==> config.mk <==
export PLATFORM = sky130hd
export DESIGN_NAME = fcsfu_unit
export DESIGN_NICKNAME = d
export VERILOG_FILES = /design/src/fcsfu_pkg.sv /design/src/fcsfu_unit.sv
export SDC_FILE = /design/constraint.sdc
export NUM_CORES = 1
export LEC_CHECK = 0
export BUFFER_PORTS_ARGS = -buffer_cell sky130_fd_sc_hd__buf_4
export CORE_AREA = 2 2 79 81
export CTS_BUF_LIST = sky130_fd_sc_hd__clkbuf_8
export CTS_CLUSTER_DIAMETER = 120
export DETAILED_ROUTE_END_ITERATION = 16
export DIE_AREA = 0 0 81 83
export SYNTH_ARGS = -nofsm -noshare
export SYNTH_HDL_FRONTEND = slang
export SYNTH_SLANG_ARGS = --single-unit
==> constraint.sdc <==
create_clock -name ref_clk_i -period 1.7 [get_ports ref_clk_i]
set_clock_uncertainty 0.1 [all_clocks]
set_input_delay 0.34 -clock ref_clk_i [delete_from_list [all_inputs] [get_ports ref_clk_i]]
set_output_delay 0.34 -clock ref_clk_i [all_outputs]
set_load 0.01 [all_outputs]
==> src/fcsfu_pkg.sv <==
// Constants and types shared by the float compare and sign unit
// Overview of operation
// - Opcode 151 compares two operands for inequality, writes only exception bits.
// - Flag results use the status word exception layout and never change it.
// - Opcode 151 flushes denormal operands to zero and sets the flush flag.
// - Guarded flag operations write the destination only when guard bit 0 is one.
// - Opcode 152 writes 0 for zero, 1 for positive, all ones for negative.
// - Opcode 152 treats a denormal as zero and sets the status flush flag.
// - Opcode 152 exceptions, such as invalid for NaN, set status word flags.
// - Status exception flags are sticky; only a status write clears them.
// - Status flags update in the same cycle the destination is written.
// - Concurrent status updates OR together with the previous flag values.
// - A guarded sign operation writes neither result nor flags when guard is zero.
// - Opcode 153 writes the exception bits a sign computation would raise.
// - Opcode 153 flushes a denormal operand to zero and sets the flush flag.
// - Opcode 153 returns exactly the flags opcode 152 would raise.
`default_nettype none
package fcsfu_pkg;
  localparam int unsigned DATA_W = 32;
  localparam int unsigned OPC_W  = 8;
  localparam int unsigned FLAG_W = 32;
  localparam logic [OPC_W-1:0] OPC_NEQ_FLAGS  = 8'h97;
  localparam logic [OPC_W-1:0] OPC_SIGN       = 8'h98;
  localparam logic [OPC_W-1:0] OPC_SIGN_FLAGS = 8'h99;
  localparam int unsigned FLUSH_BIT   = 5;
  localparam int unsigned INVALID_BIT = 4;
  localparam logic [FLAG_W-1:0] FLAG_MASK = 32'h0000007F;
  localparam logic [DATA_W-1:0] RES_ZERO  = 32'h00000000;
  localparam logic [DATA_W-1:0] RES_POS   = 32'h00000001;
  localparam logic [DATA_W-1:0] RES_NEG   = 32'hFFFFFFFF;
  localparam logic [7:0]  EXP_MAX  = 8'hFF;
  localparam logic [7:0]  EXP_ZERO = 8'h00;
  localparam logic [22:0] MANT_ZERO = 23'h000000;
  localparam int unsigned EXP_W    = 8;
  localparam int unsigned MANT_W   = 23;
  localparam int unsigned SIGN_BIT = 31;
  localparam int unsigned EXP_MSB  = 30;
  localparam int unsigned EXP_LSB  = 23;
  localparam int unsigned MANT_MSB = 22;
  localparam int unsigned MANT_LSB = 0;
  localparam logic [DATA_W-2:0] MAG_ZERO = 31'h00000000;

  typedef struct packed {
    logic              valid;
    logic [OPC_W-1:0]  opcode;
    logic              guard;
    logic [DATA_W-1:0] first_source_register;
    logic [DATA_W-1:0] second_source_register;
  } fcsfu_issue_type;

  typedef struct packed {
    logic              write;
    logic [DATA_W-1:0] dest_register;
  } fcsfu_result_type;
endpackage
`default_nettype wire

==> src/fcsfu_unit.sv <==
// Float compare and sign functional unit with sticky status word flags
`timescale 1ns/1ps
`default_nettype none
module fcsfu_unit (
  // Clock and reset
  input  wire logic                           ref_clk_i,
  input  wire logic                           rst_n_i,
  // Issue from slot 3
  input  wire fcsfu_pkg::fcsfu_issue_type     issue_i,
  // Flag updates from other floating-point units in the same cycle
  input  wire logic [fcsfu_pkg::FLAG_W-1:0]   other_flags_i,
  // Explicit status word write
  input  wire logic                           status_write_i,
  input  wire logic [fcsfu_pkg::FLAG_W-1:0]   status_write_data_i,
  // Results
  output var  fcsfu_pkg::fcsfu_result_type    result_o,
  output logic [fcsfu_pkg::FLAG_W-1:0]        program_status_word_o
);

  // Timing: the issue word is decoded and classified in one combinational pass,
  // and result and status word land together on the next rising edge, so the
  // latency is one cycle and a new operation may follow every cycle.
  // Flag results never touch the status word; only the sign result feeds it.
  // A cleared guard hides the operation completely: no strobe, no flag.
  // Status bits are sticky: only an explicit status write lowers them, and a
  // set arriving in the same cycle as that write still wins.
  // Limitation: rounding and inexact flags are not modelled, since neither a
  // compare nor a sign extraction can round.
  // Limitation: a quiet NaN compare raises nothing, and signalling NaNs are
  // not told apart from quiet ones.

  // Decoded kind of the operation in the issue word
  typedef enum {
    KIND_NONE,
    KIND_NEQ_FLAGS,
    KIND_SIGN,
    KIND_SIGN_FLAGS
  } fcsfu_op_kind_type;

  // Field access keeps the bit positions in one place
  function automatic logic [fcsfu_pkg::EXP_W-1:0] exp_of(
    input logic [fcsfu_pkg::DATA_W-1:0] v
  );
    return v[fcsfu_pkg::EXP_MSB:fcsfu_pkg::EXP_LSB];
  endfunction

  function automatic logic [fcsfu_pkg::MANT_W-1:0] mant_of(
    input logic [fcsfu_pkg::DATA_W-1:0] v
  );
    return v[fcsfu_pkg::MANT_MSB:fcsfu_pkg::MANT_LSB];
  endfunction

  function automatic logic sign_of(
    input logic [fcsfu_pkg::DATA_W-1:0] v
  );
    return v[fcsfu_pkg::SIGN_BIT];
  endfunction

  function automatic logic [fcsfu_pkg::DATA_W-2:0] mag_of(
    input logic [fcsfu_pkg::DATA_W-1:0] v
  );
    return v[fcsfu_pkg::SIGN_BIT-1:fcsfu_pkg::MANT_LSB];
  endfunction

  // Classification of one single-precision operand
  function automatic logic is_denorm(
    input logic [fcsfu_pkg::DATA_W-1:0] v
  );
    logic exp_clear;
    logic mant_set;
    exp_clear = exp_of(v) == fcsfu_pkg::EXP_ZERO;
    mant_set  = mant_of(v) != fcsfu_pkg::MANT_ZERO;
    return exp_clear && mant_set;
  endfunction

  function automatic logic is_nan(
    input logic [fcsfu_pkg::DATA_W-1:0] v
  );
    logic exp_full;
    logic mant_set;
    exp_full = exp_of(v) == fcsfu_pkg::EXP_MAX;
    mant_set = mant_of(v) != fcsfu_pkg::MANT_ZERO;
    return exp_full && mant_set;
  endfunction

  function automatic logic is_true_zero(
    input logic [fcsfu_pkg::DATA_W-1:0] v
  );
    logic [fcsfu_pkg::DATA_W-2:0] mag;
    mag = mag_of(v);
    return mag == fcsfu_pkg::MAG_ZERO;
  endfunction

  // Denormals become a zero of the same sign before any comparison
  function automatic logic [fcsfu_pkg::DATA_W-1:0] flushed(
    input logic [fcsfu_pkg::DATA_W-1:0] v
  );
    logic [fcsfu_pkg::DATA_W-1:0] f;
    f = v;
    if (is_denorm(v)) begin
      f = {sign_of(v), fcsfu_pkg::MAG_ZERO};
    end
    return f;
  endfunction

  // Exception vector in the status word layout, shared by all flag results
  function automatic logic [fcsfu_pkg::FLAG_W-1:0] flag_vector(
    input logic flush,
    input logic invalid
  );
    logic [fcsfu_pkg::FLAG_W-1:0] f;
    f = '0;
    f[fcsfu_pkg::FLUSH_BIT]   = flush;
    f[fcsfu_pkg::INVALID_BIT] = invalid;
    return f;
  endfunction

  // Each status bit merges on its own; bits outside the mask always read zero
  function automatic logic merge_bit(
    input logic base,
    input logic other,
    input logic own,
    input logic keep
  );
    return keep && (base || other || own);
  endfunction

  // Unknown opcodes decode to no operation, so they never write
  function automatic fcsfu_op_kind_type op_kind(
    input logic [fcsfu_pkg::OPC_W-1:0] code
  );
    fcsfu_op_kind_type k;
    case (code)
      fcsfu_pkg::OPC_NEQ_FLAGS: begin
        k = KIND_NEQ_FLAGS;
      end
      fcsfu_pkg::OPC_SIGN: begin
        k = KIND_SIGN;
      end
      fcsfu_pkg::OPC_SIGN_FLAGS: begin
        k = KIND_SIGN_FLAGS;
      end
      default: begin
        k = KIND_NONE;
      end
    endcase
    return k;
  endfunction

  // Operand view
  logic [fcsfu_pkg::DATA_W-1:0] first_operand;
  logic [fcsfu_pkg::DATA_W-1:0] second_operand;
  logic [fcsfu_pkg::DATA_W-1:0] first_flushed;
  // Operand classification
  logic                         first_denorm;
  logic                         first_nan;
  logic                         first_zero;
  logic                         first_negative;
  logic                         second_denorm;
  // Decode
  fcsfu_op_kind_type            op_kind_now;
  logic                         guard_open;
  logic                         do_sign;
  // Per-operation results
  logic [fcsfu_pkg::DATA_W-1:0] sign_value;
  logic [fcsfu_pkg::FLAG_W-1:0] sign_raised;
  logic [fcsfu_pkg::FLAG_W-1:0] compare_raised;
  // Next register values
  logic                         next_write;
  logic [fcsfu_pkg::DATA_W-1:0] next_dest;
  logic [fcsfu_pkg::FLAG_W-1:0] own_flag_set;
  logic [fcsfu_pkg::FLAG_W-1:0] status_base;
  logic [fcsfu_pkg::FLAG_W-1:0] next_status;
  // Result registers
  logic                         write_pulse;
  logic [fcsfu_pkg::DATA_W-1:0] dest_hold;

  assign first_operand  = issue_i.first_source_register;
  assign second_operand = issue_i.second_source_register;
  assign first_flushed  = flushed(first_operand);

  // Classification is done once and shared by both sign opcodes
  assign first_denorm   = is_denorm(first_operand);
  assign first_nan      = is_nan(first_operand);
  assign first_zero     = is_true_zero(first_flushed);
  assign first_negative = sign_of(first_operand);
  assign second_denorm  = is_denorm(second_operand);

  // Guard bit 0 gates every write and every flag update this unit raises
  assign op_kind_now = op_kind(issue_i.opcode);
  assign guard_open  = issue_i.valid && issue_i.guard;
  assign do_sign     = guard_open && (op_kind_now == KIND_SIGN);

  // Quiet compares raise no invalid flag; one builder keeps sign flags identical
  assign sign_raised    = flag_vector(first_denorm, first_nan);
  assign compare_raised = flag_vector(first_denorm || second_denorm, 1'b0);

  // NaN has no sign, so it yields zero and raises invalid instead
  always_comb begin
    if (first_nan || first_zero) begin
      sign_value = fcsfu_pkg::RES_ZERO;
    end else if (first_negative) begin
      sign_value = fcsfu_pkg::RES_NEG;
    end else begin
      sign_value = fcsfu_pkg::RES_POS;
    end
  end

  // Only a known opcode under an open guard raises the write strobe
  always_comb begin
    next_write = 1'b0;
    case (op_kind_now)
      KIND_NEQ_FLAGS: begin
        next_write = guard_open;
      end
      KIND_SIGN: begin
        next_write = guard_open;
      end
      KIND_SIGN_FLAGS: begin
        next_write = guard_open;
      end
      default: begin
        next_write = 1'b0;
      end
    endcase
  end

  // Destination holds its old value unless an operation is taken
  always_comb begin
    next_dest = dest_hold;
    if (guard_open) begin
      case (op_kind_now)
        KIND_NEQ_FLAGS: begin
          next_dest = compare_raised;
        end
        KIND_SIGN: begin
          next_dest = sign_value;
        end
        KIND_SIGN_FLAGS: begin
          next_dest = sign_raised;
        end
        default: begin
          next_dest = dest_hold;
        end
      endcase
    end
  end

  // Flag opcodes never reach the status word; a refused sign adds nothing
  always_comb begin
    own_flag_set = '0;
    if (do_sign) begin
      own_flag_set = sign_raised;
    end
  end

  // A status write replaces the old value; sets in the same cycle still win
  always_comb begin
    status_base = program_status_word_o;
    if (status_write_i) begin
      status_base = status_write_data_i;
    end
  end

  // Per-bit merge of every source of a flag
  always_comb begin
    next_status = '0;
    for (int i = 0; i < fcsfu_pkg::FLAG_W; i++) begin
      next_status[i] = merge_bit(status_base[i], other_flags_i[i], own_flag_set[i],
                                 fcsfu_pkg::FLAG_MASK[i]);
    end
  end

  // Write strobe stands for exactly one cycle after the take
  always_ff @(posedge ref_clk_i or negedge rst_n_i) begin
    if (!rst_n_i) begin
      write_pulse <= 1'b0;
    end else begin
      write_pulse <= next_write;
    end
  end

  // Destination keeps its value until the next accepted operation
  always_ff @(posedge ref_clk_i or negedge rst_n_i) begin
    if (!rst_n_i) begin
      dest_hold <= '0;
    end else begin
      dest_hold <= next_dest;
    end
  end

  // Sticky flags land on the same edge as the destination write
  always_ff @(posedge ref_clk_i or negedge rst_n_i) begin
    if (!rst_n_i) begin
      program_status_word_o <= '0;
    end else begin
      program_status_word_o <= next_status;
    end
  end

  // Both fields come straight from their flip-flops
  assign result_o = '{write: write_pulse, dest_register: dest_hold};

endmodule
`default_nettype wire

==> metrics.csv <==
stage,metric,value,unit
logic_synthesis,synth_cell_types,27,
worst_setup_path,endpoint_kind,output pin,
worst_setup_path,worstPathArrival,0.99,ns
clock_tree,h-tree-depth,1,
floorplan,rows,28,
global_routing,antenna_found_initial,0,
floorplan,ios,206,
logic_synthesis,synth_seq_cells,12,
run,drv_cap,0,
worst_setup_path,crit_required,1.26,ns
logic_synthesis,syn_area,1140,µm²
sta,max_freq,700,MHz
sta,fin_crit,1.43,ns
power,power_density,523,nW/µm²
clock_tree,cts_buffer_depth,2,
power,ir_worst_vdd,0.232,mV
logic_synthesis,yosysWarnings,0,
global_routing,grt_pass1_vias,1123,
clock_tree,cts_tree,yes,
sta,grt_setup_unrepaired,no,
worst_setup_path,crit_type,reg -> out,
drt,drc,0,
placement,place_ws,-0.00698,ns
hold_path,holdCritPathClass,in -> reg,
sta,hold_ws,0.196,ns
sta,fin_crit_sh,84.1,%
floorplan,die_area,6720,µm²
placement,dpl_cell_area,1910,µm²
floorplan,fp.dieW,81,µm
logic_synthesis,ys_seq_area_share,26.4,%
drt,finalWirelength,3.30,mm
logic_synthesis,synthCells,132,
clock_tree,cts_buffers,3,
power,p_leak,0.00101,µW
drt,drt-vias-per-instance,3.83,
floorplan,coreArea,5820,µm²
finish,layout-drive-gt1-share,59.7,%
global_routing,grt_max_degree,31,
finish,finalInstanceArea,1960,µm²
drt,vias,1199,
floorplan,initial_core_util,19.6,%
sta,finalHoldViolations,0,
logic_synthesis,synth_area_per_cell,8.62,µm²
sta,finalWorstSetupSlack,0.271,ns
sta,setup_violations,0,
status,status,completed,
finish,area_delta_synth_final,72.5,%
clock_tree,path_clk_slew,0.05,ns
sta,slew_viol_final,0,
global_routing,grt_pass1_wl,4.97,mm
drt,routedWlPerCell,10.5,µm
placement,io_buffers,129,
global_routing,grt_usage,9.19,%
floorplan,die_h,83,µm
clock_tree,ctsRootBufferMaster,clkbuf_8,
worst_setup_path,start_kind,flop,
worst_setup_path,crit_path_max_fanout,30,
finish,fin_nets,381,
clock_tree,clock_sinks,12,
drt,drt_first_pass_iters,4,
finish,diodes,0,
drt,ant_nets,0,
sta,finalSetupTns,0,ns
finish,fin_cells,313,
clock_tree,clock_latency,0.23,ns
placement,gp_congestion,0.670,
drt,initialDrtViolationCount,14,
placement,hpwl,2.96,mm
placement,dp.cells,309,
global_routing,gr-total-overflow,0,
-- flip-flops by register name, indices dropped and copies added, names as in the netlist --
signal	flops
write_pulse	1
dest_hold	4
program_status_word_o	7
-- synth_stat cells --
| library cell | count | area, µm² |
|---|---|---|
| a21oi_1 | 1 | 5.00 |
| a32o_1 | 1 | 10.0 |
| a41oi_2 | 1 | 16.3 |
| clkbuf_1 | 1 | 3.75 |
| nor2_1 | 7 | 26.3 |
| nand2_1 | 3 | 11.3 |
| a211oi_1 | 2 | 15.0 |
| o21ai_0 | 1 | 5.00 |
| nor4_1 | 11 | 68.8 |
| a31oi_1 | 1 | 6.26 |
| nand4_1 | 5 | 31.3 |
| nand3_1 | 3 | 15.0 |
| and4bb_1 | 1 | 12.5 |
| inv_1 | 2 | 7.51 |
| nor3_1 | 2 | 10.0 |
| buf_4 | 54 | 405 |
| or3_1 | 2 | 12.5 |
| a211o_1 | 5 | 43.8 |
| o2bb2ai_1 | 1 | 8.76 |
| conb_1 | 1 | 3.75 |
| nor4_2 | 3 | 37.5 |
| dfrtp_1 | 12 | 300 |
| o21ai_2 | 1 | 8.76 |
| o31ai_1 | 1 | 7.51 |
| and4_1 | 1 | 8.76 |
| nor2_2 | 1 | 6.26 |
| nor2b_1 | 8 | 50.1 |
-- area by class of cell --
class                           count  area [µm²]
Timing Repair Buffer              134        1010
Sequential cell                    12         300
Multi-Input combinational cell     87         510
Fill cell                         628        3850
Tap cell                           75        93.8
Inverter                            2        7.51
Clock buffer                        3        41.3
-- worst max-delay path: stages, from the launching register on --
cell,delay [ns]
dfrtp_1,0.32
buf_4,0.26
buf_4,0.17
-- routing by layer --
metal  share of wire [%]  track usage (%)  routed length (µm)  vias up
met1                  39             11.6                1290      514
met4                0.82             4.01                  27        0
met2                  49             15.6                1630       80
met3                  11            0.870                 350        2
li1                    -                -                   -      603
met5                   0                0                   0        -
-- power breakdown --
part | switching [µW] | internal (µW) | total (µW)
Combinational | 191 | 275 | 466
Sequential | 9.14 | 307 | 316
Clock | 89.2 | 155 | 244
-- cell usage in the layout, fill, tap and decap left out, drive strengths merged, types with 2 or more instances in the layout --
master  count
nor3        2
clkbuf      3
nand2       3
inv         2
nand4       5
nor2b       8
o21ai       2
or3         2
nor4       14
nor2        8
a211o       5
dfrtp      12
a211oi      2
nand3       3
buf       133
conb       25
-- cell families after synthesis --
| kind of cell | Yosys count | synth area share [%] |
|---|---|---|
| AO/OA/AOI/OAI | 15 | 11.1 |
| buffers and inverters | 57 | 36.6 |
| flip-flops | 12 | 26.4 |
| other | 1 | 0.330 |
| AND/OR/NAND/NOR | 47 | 25.5 |
-- metrics by stage --
stage	total power, µW	util (%)
floorplan	607	-
global placement	783	32.9
detailed placement	790	32.9
CTS	1040	33.7
global route	1100	33.7
finish	1030	33.7
-- final timing paths --
path                       slack, ns                        to                     start  cells past startpoint
max                             0.27              result_o[17]             dest_hold[30]                      2
min                             0.20  program_status_word_o[1]          other_flags_i[1]                      2
max reg2reg                     0.69  program_status_word_o[5]  program_status_word_o[5]                      3
min reg2reg                     0.39              dest_hold[0]              dest_hold[0]                      1
max in group asynchronous       0.94  program_status_word_o[4]                   rst_n_i                      2
min in group asynchronous       0.40              dest_hold[0]                   rst_n_i                      2
-- repair_timing --
item	in CTS	in global routing
buffers inserted	0	0
endpoints found under the hold margin	12	0
hold buffers	1	0
gates resized for setup	0	0
Power figures use the tool's default switching activity.
